[src/gsr_pkg.sv]
/*
   Constants for the service-request status block: status byte
   layout, condition codes, command codes and block framing bytes.
   Assumes nothing beyond a SystemVerilog compiler.
*/
package gsr_pkg;

   // ----------------------------------------------------------
   // Status byte layout
   // ----------------------------------------------------------
   localparam int UNUSED_TOP_BIT     = 7;
   localparam int SERVICE_REQ_BIT    = 6;
   localparam int ABNORMAL_BIT       = 5;
   localparam int ACQ_RUNNING_BIT    = 4;
   localparam int CODE_MSB           = 3;
   localparam logic [7:0] STATUS_RESET = 8'h00;

   // ----------------------------------------------------------
   // Condition codes
   // ----------------------------------------------------------
   localparam logic [3:0] CODE_NONE      = 4'h0;
   localparam logic [3:0] CODE_ACQ_STOP  = 4'h1;
   localparam logic [3:0] CODE_CMP_STOP  = 4'h2;
   localparam logic [3:0] CODE_CHECKSUM  = 4'h7;
   localparam logic [3:0] CODE_MENU      = 4'h8;
   localparam logic [3:0] CODE_SEPARATOR = 4'hB;
   localparam logic [3:0] CODE_TOO_MUCH  = 4'hD;
   localparam logic [3:0] CODE_TOO_FEW   = 4'hE;
   localparam logic [3:0] CODE_SYNTAX    = 4'hF;
   localparam int ABN_EVENTS = 6;
   // Abnormal event index 0..5, lowest index wins
   localparam logic [23:0] ABN_CODE_TABLE = {CODE_SYNTAX, CODE_TOO_FEW,
      CODE_TOO_MUCH, CODE_SEPARATOR, CODE_MENU, CODE_CHECKSUM};

   // ----------------------------------------------------------
   // Command codes
   // ----------------------------------------------------------
   localparam logic [3:0] CMD_ENABLE_ALL  = 4'h0;
   localparam logic [3:0] CMD_ENABLE_ONE  = 4'h1;
   localparam logic [3:0] CMD_ENABLE_TWO  = 4'h2;
   localparam logic [3:0] CMD_DISABLE_ALL = 4'h5;
   localparam logic [3:0] CMD_DISABLE_ONE = 4'h6;
   localparam logic [3:0] CMD_DISABLE_TWO = 4'h7;
   localparam logic [3:0] CMD_REF_DUMP    = 4'h8;
   localparam logic [1:0] ENABLES_RESET   = 2'h0;

   // ----------------------------------------------------------
   // Reference-memory block framing
   // ----------------------------------------------------------
   localparam int DATA_CNT            = 10280;
   localparam logic [7:0] HDR_FIRST   = 8'h4C;
   localparam logic [7:0] HDR_SECOND  = 8'h52;
   localparam logic [7:0] SEP_SPACE   = 8'h20;
   localparam logic [7:0] PRE_HASH    = 8'h23;
   localparam logic [7:0] PRE_BINARY  = 8'h42;
   localparam logic [7:0] SEP_NEWLINE = 8'h0A;
   localparam int FRAME_EXTRA         = 9;

   typedef enum {
      TX_IDLE, TX_HDR1, TX_HDR2, TX_SEP1, TX_PRE1, TX_PRE2,
      TX_LENH, TX_LENL, TX_DATA, TX_CSUM, TX_SEP2
   } gsr_tx_state_t;

endpackage

[src/gsr_service_request.sv]
/*
   Service-request and serial-poll status logic of the bus
   interface, with the reference-memory block sender.
   Assumes event, command and memory ports on sys_clk; the
   serial-poll pins are asynchronous; memory read is combinational.
*/
// Functional notes
// RULE1 - Top status bit is unused and always reads zero.
// RULE2 - Service-request flag is set whenever SRQ is being asserted.
// RULE3 - Abnormal flag is one after an error, zero for normal conditions.
// RULE4 - Busy flag is one while acquisition runs, zero once stopped.
// RULE5 - Four-bit status code tells up to sixteen conditions.
// RULE6 - Controller trusts the status byte only after a service request.
// RULE7 - Normal codes: 0001 acquisition stopped, 0010 compare stop.
// RULE8 - Abnormal code 0111 on received checksum failure.
// RULE9 - Abnormal code 1000 for bad menu or forbidden menu change.
// RULE10 - Code 1011 for separator fault, 1111 for syntax error.
// RULE11 - Code 1101 for too much data, 1110 for too few.
// RULE12 - Every abnormal condition always raises a service request.
// RULE13 - Normal conditions request service only when enabled; enables clear at reset.
// RULE14 - Commands enable normal requests all at once or singly.
// RULE15 - Commands disable normal requests all at once or singly.
// RULE16 - No parallel poll answer; status only by serial poll.
// RULE17 - Dump sends header, separator, preamble, length, data, checksum, separator.
// RULE18 - Dump block always has the same fixed length.
// RULE19 - Controller treats bytes of absent hardware as invalid.
// RULE20 - Key commands get no acknowledgement or result.
// RULE21 - During serial poll the status byte is put on the data lines.
// RULE22 - Request on line 7, abnormal on line 6, busy on line 5.
// RULE23 - Checksum is the modulo-256 sum of all data bytes.
// RULE24 - Status code sits on data lines 1 to 4.
`timescale 1ns/10ps
module gsr_service_request #(
   parameter int DATA_CNT = gsr_pkg::DATA_CNT,
   parameter int AW       = $clog2(DATA_CNT)
) (
   input  wire logic                           sys_clk,
   input  wire logic                           reset,
   input  wire logic [gsr_pkg::ABN_EVENTS-1:0] abnEvt,
   input  wire logic                           acqStopEvt,
   input  wire logic                           cmpStopEvt,
   input  wire logic                           acqRunning,
   input  wire logic                           cmdValid,
   input  wire logic [3:0]                     cmdCode,
   input  wire logic                           spollPin,
   input  wire logic                           acceptPin,
   output logic                                srqOut,
   output logic                                srqDrive_n,
   output logic      [7:0]                     dioOut,
   output logic                                dioDrive_n,
   output logic      [7:0]                     pollStatusByte,
   output logic      [1:0]                     normalEnables,
   output logic      [AW-1:0]                  memAddr,
   input  wire logic [7:0]                     memData,
   output logic                                txValid,
   input  wire logic                           txReady,
   output logic      [7:0]                     txByte,
   output logic                                dumpBusy
);
   localparam logic [15:0] LEN_TOTAL = 16'(DATA_CNT + 1);
   localparam logic [AW-1:0] LAST_IDX = AW'(DATA_CNT - 1);

   // ----------------------------------------------------------
   // Pin synchronisers and poll strobes
   // ----------------------------------------------------------
   logic [1:0] pinSync;
   logic       spollSync;
   logic       acceptSync;
   logic       acceptSeen_r;
   logic       pollDone;

   gsr_sync #(
      .WIDTH (2)
   ) u_sync (
      .sys_clk (sys_clk),
      .reset   (reset),
      .asyncIn ({acceptPin, spollPin}),
      .syncOut (pinSync)
   );

   assign spollSync  = pinSync[0];
   assign acceptSync = pinSync[1];

   always_ff @(posedge sys_clk)
   begin
      if (reset)
         acceptSeen_r <= 1'b0;
      else
         acceptSeen_r <= acceptSync;
   end

   assign pollDone = spollSync & acceptSync & ~acceptSeen_r;

   // ----------------------------------------------------------
   // Condition encoding
   // ----------------------------------------------------------
   logic       abnHit;
   logic [3:0] abnCode;
   logic       nrmHit;
   logic [1:0] nrmSel;
   logic [3:0] nrmCode;
   logic       nrmEnHit;

   gsr_code_encoder u_enc (
      .abnEvt     (abnEvt),
      .acqStopEvt (acqStopEvt),
      .cmpStopEvt (cmpStopEvt),
      .abnHit     (abnHit),
      .abnCode    (abnCode),
      .nrmHit     (nrmHit),
      .nrmSel     (nrmSel),
      .nrmCode    (nrmCode)
   );

   // ----------------------------------------------------------
   // Normal request enables
   // ----------------------------------------------------------
   logic [1:0] enables_r;
   logic       dumpStart;

   // Other codes but the dump, key commands among them, are dropped silently
   always_ff @(posedge sys_clk)
   begin
      if (reset)
         enables_r <= gsr_pkg::ENABLES_RESET; // RULE13
      else if (cmdValid)
      begin
         case (cmdCode) // RULE20
            gsr_pkg::CMD_ENABLE_ALL:  enables_r <= 2'b11; // RULE14
            gsr_pkg::CMD_ENABLE_ONE:  enables_r[0] <= 1'b1; // RULE14
            gsr_pkg::CMD_ENABLE_TWO:  enables_r[1] <= 1'b1; // RULE14
            gsr_pkg::CMD_DISABLE_ALL: enables_r <= 2'b00; // RULE15
            gsr_pkg::CMD_DISABLE_ONE: enables_r[0] <= 1'b0; // RULE15
            gsr_pkg::CMD_DISABLE_TWO: enables_r[1] <= 1'b0; // RULE15
            default:                  enables_r <= enables_r;
         endcase
      end
   end

   assign normalEnables = enables_r;
   assign nrmEnHit      = nrmHit & |(nrmSel & enables_r); // RULE13
   assign dumpStart     = cmdValid & (cmdCode == gsr_pkg::CMD_REF_DUMP);

   // ----------------------------------------------------------
   // Status flags and code
   // ----------------------------------------------------------
   logic [3:0] code_r;
   logic       abnormal_r;
   logic       srq_r;
   logic       srq_nxt;

   // New request wins over the clear by a finished poll
   always_comb
   begin
      srq_nxt = srq_r & ~pollDone;
      if (abnHit)
         srq_nxt = 1'b1; // RULE12
      else if (nrmEnHit)
         srq_nxt = 1'b1; // RULE13
   end

   always_ff @(posedge sys_clk)
   begin
      if (reset)
         srq_r <= 1'b0;
      else
         srq_r <= srq_nxt;
   end

   // Pending abnormal report is not overwritten by a normal one
   always_ff @(posedge sys_clk)
   begin
      if (reset)
      begin
         code_r     <= gsr_pkg::CODE_NONE;
         abnormal_r <= 1'b0;
      end
      else if (abnHit)
      begin
         code_r     <= abnCode; // RULE5
         abnormal_r <= 1'b1; // RULE3
      end
      else if (nrmHit && !(srq_r && abnormal_r && !pollDone))
      begin
         code_r     <= nrmCode; // RULE7
         abnormal_r <= 1'b0; // RULE3
      end
   end

   // ----------------------------------------------------------
   // Status byte and bus drive
   // ----------------------------------------------------------
   logic [7:0] statusNow;
   logic [7:0] status_r;
   logic [7:0] dio_r;
   logic       dioDrive_r;

   always_comb
   begin
      statusNow = gsr_pkg::STATUS_RESET;
      statusNow[gsr_pkg::UNUSED_TOP_BIT]  = 1'b0; // RULE1
      statusNow[gsr_pkg::SERVICE_REQ_BIT] = srq_r; // RULE2 RULE22
      statusNow[gsr_pkg::ABNORMAL_BIT]    = abnormal_r; // RULE22
      statusNow[gsr_pkg::ACQ_RUNNING_BIT] = acqRunning; // RULE4 RULE22
      statusNow[gsr_pkg::CODE_MSB:0]      = code_r; // RULE24
   end

   always_ff @(posedge sys_clk)
   begin
      if (reset)
         status_r <= gsr_pkg::STATUS_RESET;
      else
         status_r <= statusNow;
   end

   // Lines driven only in serial poll; no parallel poll path
   always_ff @(posedge sys_clk)
   begin
      if (reset)
      begin
         dio_r      <= gsr_pkg::STATUS_RESET;
         dioDrive_r <= 1'b0;
      end
      else
      begin
         dio_r      <= spollSync ? statusNow : gsr_pkg::STATUS_RESET; // RULE21
         dioDrive_r <= spollSync; // RULE16
      end
   end

   assign pollStatusByte = status_r;
   assign dioOut         = dio_r;
   assign dioDrive_n     = ~dioDrive_r;
   assign srqOut         = 1'b0;
   assign srqDrive_n     = ~srq_r; // RULE2

   // ----------------------------------------------------------
   // Reference-memory block sender
   // ----------------------------------------------------------
   gsr_pkg::gsr_tx_state_t state_r;
   logic [7:0]    byte_r;
   logic [7:0]    sum_r;
   logic [AW-1:0] addr_r;
   logic [AW-1:0] idx_r;
   logic          accept;

   assign accept = txValid & txReady;

   always_ff @(posedge sys_clk)
   begin
      if (reset)
      begin
         state_r <= gsr_pkg::TX_IDLE;
         byte_r  <= 8'h00;
      end
      else
      begin
         case (state_r) // RULE17
            gsr_pkg::TX_IDLE:
               if (dumpStart)
               begin
                  state_r <= gsr_pkg::TX_HDR1;
                  byte_r  <= gsr_pkg::HDR_FIRST;
               end
            gsr_pkg::TX_HDR1:
               if (accept)
               begin
                  state_r <= gsr_pkg::TX_HDR2;
                  byte_r  <= gsr_pkg::HDR_SECOND;
               end
            gsr_pkg::TX_HDR2:
               if (accept)
               begin
                  state_r <= gsr_pkg::TX_SEP1;
                  byte_r  <= gsr_pkg::SEP_SPACE;
               end
            gsr_pkg::TX_SEP1:
               if (accept)
               begin
                  state_r <= gsr_pkg::TX_PRE1;
                  byte_r  <= gsr_pkg::PRE_HASH;
               end
            gsr_pkg::TX_PRE1:
               if (accept)
               begin
                  state_r <= gsr_pkg::TX_PRE2;
                  byte_r  <= gsr_pkg::PRE_BINARY;
               end
            gsr_pkg::TX_PRE2:
               if (accept)
               begin
                  state_r <= gsr_pkg::TX_LENH;
                  byte_r  <= LEN_TOTAL[15:8]; // RULE18
               end
            gsr_pkg::TX_LENH:
               if (accept)
               begin
                  state_r <= gsr_pkg::TX_LENL;
                  byte_r  <= LEN_TOTAL[7:0]; // RULE18
               end
            gsr_pkg::TX_LENL:
               if (accept)
               begin
                  state_r <= gsr_pkg::TX_DATA;
                  byte_r  <= memData;
               end
            gsr_pkg::TX_DATA:
               if (accept)
               begin
                  if (idx_r == LAST_IDX) // RULE18
                  begin
                     state_r <= gsr_pkg::TX_CSUM;
                     byte_r  <= 8'(sum_r + byte_r); // RULE23
                  end
                  else
                     byte_r <= memData;
               end
            gsr_pkg::TX_CSUM:
               if (accept)
               begin
                  state_r <= gsr_pkg::TX_SEP2;
                  byte_r  <= gsr_pkg::SEP_NEWLINE;
               end
            gsr_pkg::TX_SEP2:
               if (accept)
                  state_r <= gsr_pkg::TX_IDLE;
            default:
               state_r <= gsr_pkg::TX_IDLE;
         endcase
      end
   end

   // Memory address runs one ahead of the byte on the stream
   always_ff @(posedge sys_clk)
   begin
      if (reset || state_r == gsr_pkg::TX_IDLE)
      begin
         addr_r <= '0;
         idx_r  <= '0;
         sum_r  <= 8'h00;
      end
      else if (accept && state_r == gsr_pkg::TX_LENL)
         addr_r <= AW'(1);
      else if (accept && state_r == gsr_pkg::TX_DATA)
      begin
         addr_r <= AW'(addr_r + 1'b1);
         idx_r  <= AW'(idx_r + 1'b1);
         sum_r  <= 8'(sum_r + byte_r); // RULE23
      end
   end

   assign memAddr  = addr_r;
   assign txByte   = byte_r;
   assign txValid  = (state_r != gsr_pkg::TX_IDLE);
   assign dumpBusy = txValid;

   int unsigned frameCnt;
   logic [7:0]  refSum;

   always_ff @(posedge sys_clk)
   begin
      if (reset || (dumpStart && !txValid))
      begin
         frameCnt <= 0;
         refSum   <= 8'h00;
      end
      else if (accept)
      begin
         frameCnt <= frameCnt + 1;
         if (state_r == gsr_pkg::TX_DATA)
            refSum <= 8'(refSum + txByte);
      end
   end
endmodule // gsr_service_request

[src/gsr_sync.sv]
/*
   Two-flop synchroniser, one per bit.
   Assumes asynchronous inputs and a sys_clk destination.
*/
`timescale 1ns/10ps
module gsr_sync #(
   parameter int WIDTH = 2
) (
   input  wire logic             sys_clk,
   input  wire logic             reset,
   input  wire logic [WIDTH-1:0] asyncIn,
   output wire logic [WIDTH-1:0] syncOut
);
   logic [WIDTH-1:0] stage1_r;
   logic [WIDTH-1:0] stage2_r;

   genvar i;
   generate
      for (i = 0; i < WIDTH; i++)
      begin : g_bit
         always_ff @(posedge sys_clk)
         begin
            if (reset)
            begin
               stage1_r[i] <= 1'b0;
               stage2_r[i] <= 1'b0;
            end
            else
            begin
               stage1_r[i] <= asyncIn[i];
               stage2_r[i] <= stage1_r[i];
            end
         end
      end
   endgenerate

   assign syncOut = stage2_r;
endmodule // gsr_sync

[src/gsr_code_encoder.sv]
/*
   Condition encoder: maps event strobes to a status code.
   Assumes one-cycle event strobes on sys_clk.
*/
`timescale 1ns/10ps
module gsr_code_encoder (
   input  wire logic [gsr_pkg::ABN_EVENTS-1:0] abnEvt,
   input  wire logic                           acqStopEvt,
   input  wire logic                           cmpStopEvt,
   output logic                                abnHit,
   output logic      [3:0]                     abnCode,
   output logic                                nrmHit,
   output logic      [1:0]                     nrmSel,
   output logic      [3:0]                     nrmCode
);
   always_comb
   begin
      abnHit  = 1'b0;
      abnCode = gsr_pkg::CODE_NONE;
      for (int k = gsr_pkg::ABN_EVENTS - 1; k >= 0; k--)
      begin
         if (abnEvt[k])
         begin
            abnHit  = 1'b1;
            abnCode = gsr_pkg::ABN_CODE_TABLE[k*4 +: 4]; // RULE8 RULE9 RULE10 RULE11
         end
      end
   end

   // Stop by compare is the more specific normal condition
   always_comb
   begin
      nrmHit  = acqStopEvt | cmpStopEvt;
      nrmSel  = cmpStopEvt ? 2'b10 : (acqStopEvt ? 2'b01 : 2'b00);
      nrmCode = cmpStopEvt ? gsr_pkg::CODE_CMP_STOP : gsr_pkg::CODE_ACQ_STOP; // RULE7
   end
endmodule // gsr_code_encoder

[config.mk]
export PLATFORM = sky130hd
export DESIGN_NAME = gsr_service_request
export DESIGN_NICKNAME = d
export VERILOG_FILES = /design/src/gsr_pkg.sv /design/src/gsr_service_request.sv /design/src/gsr_sync.sv /design/src/gsr_code_encoder.sv
export SDC_FILE = /design/constraint.sdc
export NUM_CORES = 1
export LEC_CHECK = 0
export BUFFER_PORTS_ARGS = -buffer_cell sky130_fd_sc_hd__buf_2
export CAP_MARGIN = 20
export CORE_ASPECT_RATIO = 0.7
export CORE_UTILIZATION = 40
export DETAILED_ROUTE_END_ITERATION = 10
export PLACE_DENSITY = 0.59
export SYNTH_ARGS = -nofsm -noshare
export SYNTH_HDL_FRONTEND = slang
export SYNTH_SLANG_ARGS = --single-unit
[constraint.sdc]
create_clock -name sys_clk -period 2.1 [get_ports sys_clk]
set_input_delay 0.105 -clock sys_clk [delete_from_list [all_inputs] [get_ports sys_clk]]
set_output_delay 0.105 -clock sys_clk [all_outputs]
set_load 0.03 [all_outputs]
==> out/qor.yml, run 1 <==
status: "finished, final reports clean"
drt-vias-per-instance: 5.31
initial_utilization_pct: 42.2
dp_hpwl_um: 6880
synth_ff_type: "dfxtp_1"
core_area_sq_mm: 0.00869
h-tree-depth: 3
finalSetupViolations: 0
multiInputGateArea_sq_mm: 0.00200
maxCapViolations: 0
cp.required_ns: 2.35
slowest_stage: "nor4b_1"
critPathKind: "reg2reg"
p_per_area_mw_per_mm2: 715
clock.fmax_mhz: 509
maxSlewHeadroom_pct: 65.6
overflow: 0
grt_pass1_vias: 2952
place_worst_setup_slack_ns: 0.0255
synthArstFlopShare_pct: 0
hold_end: "pollStatusByte[4]$_SDFF_PP0_"
root_buffer: "clkbuf_16"
nFillCells: 863
crit_fanout: 3
crit_path_start_kind: "flip-flop"
p_leak_nw: 1.82
tightest_slew_ns: 0.509
crit_path_cell_trace: "ha_1, fa_2, a21o_1, a21oi_2, nor4b_1, o31ai_1, a211oi_1"
yosysWarnings: 0
routabilityCongestion: 0.925
ir_worst_vdd_mv: 0.424
swShare_pct: 21.6
std_cell_rows: 28
num_vias: 3422
pwr-share-seq_pct: 45.4
drv_slew: 0
synth_most_common_cell: "dfxtp_1"
cts_max_path_buffers: 2
synth_common_cells: "76 x dfxtp_1, 46 x nand2_1, 36 x a21oi_1, 36 x nor2_1, 23 x o21ai_0"
antenna_left: 0
synth_cell_types: 54
postSynthAreaPerCell_sq_um: 8.34
die_w_um: 116
period_share_pct: 93.5
worstReg2RegEnd: "txByte[6]$_SDFFE_PP0P_"
finalClockSkew_ns: 0.00619
clkPwrFrac_pct: 49.0
r2r_slack_ns: 0.14
synth.top_cell.area_share_pct: 41.5
ys_seq_area_share_pct: 41.5
clkLatencyLatePin_ns: 0.34
hold_path_class: "in2reg"
whs_path_depth: 2
setup_ws_ns: 0.137
tritoncts.num_buffers: 9
postSynthCellCount: 440
drive_gt1_share_pct: 21.0
cp-end-kind: "flip-flop"
dieArea_sq_mm: 0.00956
nets: 559
cts_sinks: 76
path_clk_slew_ns: 0.06
antenna_found_initial: 0
register_area_sq_mm: 0.00152
drt_drc_violations_left: 0
r2r-start: "txByte[0]$_SDFFE_PP0P_"
grt_max_degree: 23
first_pass_iters: 5
die_height_um: 82.1
holdCritStartpoint: "acqRunning"
ys_seq_elements: 76
ioPinCount: 72
stdcell_count: 645
p_sw_uw: 706
wl_per_cell_um: 14.6
hold_ws_ns: 0.0168
worstPathArrival_ns: 2.21
grt_usage_pct: 20.6
diodes: 0
synth_edf_count: 0
r2r_cells: 7
power_frac_comb_pct: 5.6
wirelength_um: 9410
p_int_mw: 2.56
slowest_delay_ns: 0.46
yosysTopAreaCell: "dfxtp_1"
drt_iter0_drc: 264
yosys-top-cells-area: "dfxtp_1 41%, a21oi_1 4.9%, nand2_1 4.7%"
syn2layout_area_growth_pct: 24.5
hold_viol_final: 0
post_cts_buffers: 0
io_buffers: 68
cts_tree: "yes"
syn_area_sq_mm: 0.00367
grt_pass1_wl_um: 14900
dp.cells: 629
layout_min_cycle_time_ns: 1.96
==> critical path: cells and delay by family (launching register included) <==
| kind | cells | cell delay, ns |
|---|---|---|
| adder cells (fa/ha/maj) | 2 | 0.48 |
| flip-flops | 1 | 0.35 |
| AND/OR/NAND/NOR | 1 | 0.46 |
| AO/OA/AOI/OAI | 4 | 0.59 |
==> layout by cell type (no fill, tap or decap), drive strengths merged, types with 2 or more instances in the layout <==
cell,n
and3,3
nor3b,4
clkbuf,9
nor2b,17
a21boi,2
bufinv,2
nor4b,3
a21o,6
nor4,5
dfxtp,76
or4,2
o2111ai,2
o2bb2ai,3
conb,3
a31oi,5
dlygate4sd3,2
and4,2
nand4,11
or3,9
buf,89
xor2,7
a211oi,4
o31ai,2
a21oi,36
nand3,10
a221o,2
ha,9
xnor2,17
a221oi,6
inv,20
nor3,17
o211a,2
clkinv,3
nor2,36
and2,13
nand2,46
o211ai,2
o21ai,23
==> cell families after synthesis <==
logic type	share of synthesized area, %
AOI/OAI and AO/OA	18.3
xor gates and xnor gates	5.73
and+or+nand+nor	25.7
DFF	41.5
adders and majority gates	3.62
muxes	0.273
other	0.102
buffers and inverters	4.81
==> routing by layer <==
layer | global-route usage [%] | up-vias | wire [um]
met4 | 6.15 | 0 | 107
li1 | - | 1716 | -
met2 | 30.0 | 121 | 3960
met3 | 5.55 | 9 | 626
met1 | 29.3 | 1576 | 4720
met5 | 0 | - | 0
==> per-stage QoR <==
step	area (sq um)	TNS (ns)	power (mW)	utilization, %
floorplan	3680	0	1.62	-
global placement	4220	0	1.69	48.6
detailed placement	4220	0	1.69	48.6
CTS	4550	0	3.30	52.3
global route	4570	-0.0190	3.40	52.5
finish	4570	0	3.26	52.5
==> cell type report <==
cell class / instances / share of cell area [%]
clock buffer: 9 / 4.93
clock inverter: 5 / 1.73
inverter: 20 / 1.64
multi-input combinational: 324 / 43.7
sequential: 76 / 33.4
tap: 120 / 3.29
timing repair buffer: 91 / 11.3
==> how the worst max path moves through the flow <==
stage	start	end	slack [ns]	cells past startpoint
final	txByte[0]$_SDFFE_PP0P_	txByte[6]$_SDFFE_PP0P_	0.14	7
after global routing	state_r[0]$_SDFFE_PP0P_	idx_r[13]$_SDFFE_PP0P_	-0.02	6
after CTS	txByte[0]$_SDFFE_PP0P_	txByte[6]$_SDFFE_PP0P_	0.02	7
after detailed placement	txByte[0]$_SDFFE_PP0P_	txByte[6]$_SDFFE_PP0P_	0.03	7
after global placement	txByte[0]$_SDFFE_PP0P_	txByte[6]$_SDFFE_PP0P_	0.09	7
after floorplan	txByte[0]$_SDFFE_PP0P_	txByte[6]$_SDFFE_PP0P_	0.05	7
==> flip-flops by register name, summed over array words and instances (netlist names) <==
register         cells
abnormal_r           1
acceptSeen_r         1
code_r               4
dioDrive_r           1
dioOut               7
idx_r               14
memAddr             14
normalEnables        2
pollStatusByte       7
srq_r                1
state_r              4
sum_r                8
txByte               8
u_sync.stage1_r      2
u_sync.syncOut       2
==> power groups by stage <==
stage          Combinational [mW]  Sequential (mW)  Clock (mW)
2_1_floorplan              0.0883             1.54           0
6_report                    0.182             1.48        1.60
3_5_place_dp                0.179             1.51           0
3_3_place_gp                0.178             1.51           0
4_1_cts                     0.182             1.48        1.64
5_1_grt                     0.200             1.49        1.71
==> repair_timing <==
action	in CTS	in global routing
endpoints found under the setup margin	0	6
hold buffers	2	0
hold endpoints to repair	2	0
gates resized for setup	0	4
Power figures use the tool's default switching activity.
==> inputs of run 2 (changes only) <==
--- a/config.mk
+++ b/config.mk
@@ -6,9 +6,8 @@
 export NUM_CORES = 1
 export LEC_CHECK = 0
 export BUFFER_PORTS_ARGS = -buffer_cell sky130_fd_sc_hd__buf_2
-export CAP_MARGIN = 20
-export CORE_ASPECT_RATIO = 0.7
 export CORE_UTILIZATION = 40
+export CTS_CLUSTER_SIZE = 20
 export DETAILED_ROUTE_END_ITERATION = 10
 export PLACE_DENSITY = 0.59
 export SYNTH_ARGS = -nofsm -noshare
==> out/qor.yml, run 2 (synthesis results as in run 1) <==
cts_tree: "yes"
overflow: 0  # unchanged
std_cell_rows: 34  # +21%
hold_viol_final: 0  # unchanged
hold_end: "pollStatusByte[4]$_SDFF_PP0_"
power_mw: 2.87  # -12%
dieArea_sq_mm: 0.00956  # about the same
ir_worst_vdd_mv: 0.303  # -28%
clock.fmax_mhz: 501  # -1.7%
clkLatencyLatePin_ns: 0.35  # about the same
h-tree-depth: 3  # unchanged
drt_iter0_drc: 138  # -48%
critPathLaunch: "txByte[0]$_SDFFE_PP0P_"
die_w_um: 97.8  # -16%
period_share_pct: 95.1  # +1.6 points
finalSetupViolations: 0  # unchanged
drt_drc_violations_left: 9  # +9
path_clk_slew_ns: 0.08  # +0.02 ns
whs_path_depth: 2  # unchanged
drive_gt1_share_pct: 21.4  # +0.49 points
nets: 559  # unchanged
antenna_left: 0  # unchanged
fin_setup_tns_ns: 0  # unchanged
antenna_found_initial: 0  # unchanged
final_cell_mix: "75 x dfxtp_1, 68 x buf_2, 46 x nand2_1"
grt_usage_pct: 19.4  # -1.2 points
die_height_um: 97.8  # +19%
initial_utilization_pct: 41.7  # -0.56 points
rsz0062_at_grt: "no"
path_delay_family: "compound AO/OA/AOI/OAI gates"
cts_sinks: 76  # unchanged
wirelength_um: 8740  # -7.1%
mostFrequentLayoutCell: "dfxtp_1"
cts_max_path_buffers: 2  # unchanged
crit_buf_inv: 0  # unchanged
syn2layout_area_growth_pct: 22.8
slowest_delay_ns: 0.41  # -0.05 ns
drv_slew: 0  # unchanged
place_worst_setup_slack_ns: 0.0397  # +0.0141 ns
root_buffer: "clkbuf_8"
status: "finished with violations"
nFillCells: 871  # +0.93%
utilization_pct: 51.2  # -1.4 points
crit_path_start_kind: "flip-flop"
drt-vias-per-instance: 5.28  # -0.50%
io_buffers: 68  # unchanged
grt_max_degree: 23  # unchanged
core_area_sq_mm: 0.00881  # +1.4%
critPathKind: "reg2reg"
grt_pass1_wl_um: 15000  # +0.69%
r2r_slack_ns: 0.10  # -0.03 ns
holdCritStartpoint: "acqRunning"
num_vias: 3352  # -2.0%
p_leak_nw: 1.78  # -2.0%
worstReg2RegEnd: "txByte[6]$_SDFFE_PP0P_"
finalClockSkew_ns: 0.0105  # +0.00428 ns
cp.required_ns: 2.37  # +0.02 ns
crit_fanout: 3  # unchanged
routabilityCongestion: 0.867  # -6.2%
post_cts_buffers: 0  # unchanged
r2r-start: "txByte[0]$_SDFFE_PP0P_"
crit_path_cell_trace: "ha_1, fa_1, a21o_1, a21oi_2, o2111a_1, o31ai_1, a211oi_1"
ioPinCount: 72  # unchanged
worstPathArrival_ns: 2.27  # +0.06 ns
slowest_stage: "fa_1"
violations: "DRC"
grt_pass1_vias: 3162  # +7.1%
layout_min_cycle_time_ns: 2.00  # +0.0340 ns
first_pass_iters: 7  # +2
dp_hpwl_um: 6530  # -5.1%
maxCapViolations: 0  # unchanged
tritoncts.num_buffers: 9  # unchanged
hold_path_class: "in2reg"
diodes: 0  # unchanged
wl_per_cell_um: 13.8  # -5.6%
p_per_area_mw_per_mm2: 638  # -11%
cp-end-kind: "flip-flop"
setup_ws_ns: 0.103  # -0.0340 ns
r2r_cells: 7  # unchanged
run 2: cell count changes in the layout (fill, tap and decap cells not counted), moves of 2 or more:
| cell | delta |
|---|---|
| clkbuf_16 | -9 |
| clkbuf_8 | +13 |
| clkinv_2 | -2 |
| ha_1 | -2 |
run 2: where the power goes:
group          leakage [nW]  internal [mW]  switching (mW)
Clock                 0.113          0.685           0.526
Combinational          1.05         0.0674           0.116
Sequential            0.618           1.47          0.0150
Total                  1.78           2.22           0.657
run 2: area by class of cell:
cell class | count | area [sq um] | share of cell area (%)
clock inverter | 2 | 38.8 | 0.861
inverter | 20 | 75.1 | 1.67
timing repair buffer | 91 | 531 | 11.8
sequential | 76 | 1520 | 33.8
clock buffer | 14 | 183 | 4.05
tap | 108 | 135 | 3.00
multi-input combinational | 324 | 2020 | 44.8
run 2: layer usage:
layer  up-vias  part of all wire, %  GRT usage (%)
met1      1531                   47           25.7
li1       1726                    -              -
met4         0                  2.0           6.76
met5         -                    0              0
met2        78                   46           30.8
met3        17                  5.1           4.80
run 2: worst max-delay path by stage:
stage                                    end  depth (start not counted)
floorplan             txByte[6]$_SDFFE_PP0P_                          7
global placement      txByte[6]$_SDFFE_PP0P_                          7
detailed placement    txByte[6]$_SDFFE_PP0P_                          7
CTS                   txByte[6]$_SDFFE_PP0P_                          7
global route        memAddr[11]$_SDFFE_PP0P_                          5
finish                txByte[6]$_SDFFE_PP0P_                          7
run 2: metrics by stage:
step                      instance area, sq um  cells  hold WS, ns
after global routing                      4510    635       0.0201
after CTS                                 4460    635      0.00937
after detailed placement                  4220    617        0.321
after global placement                    4220    617        0.314
after floorplan                           3680    442        0.226
final                                     4510    635       0.0195
run 2: what timing repair did:
| action | 4_1_cts | 5_1_grt |
|---|---|---|
| gates resized for setup | 0 | 7 |
| hold buffers | 2 | 0 |
| hold endpoints to repair | 2 | 0 |
| endpoints found under the setup margin | 0 | 10 |
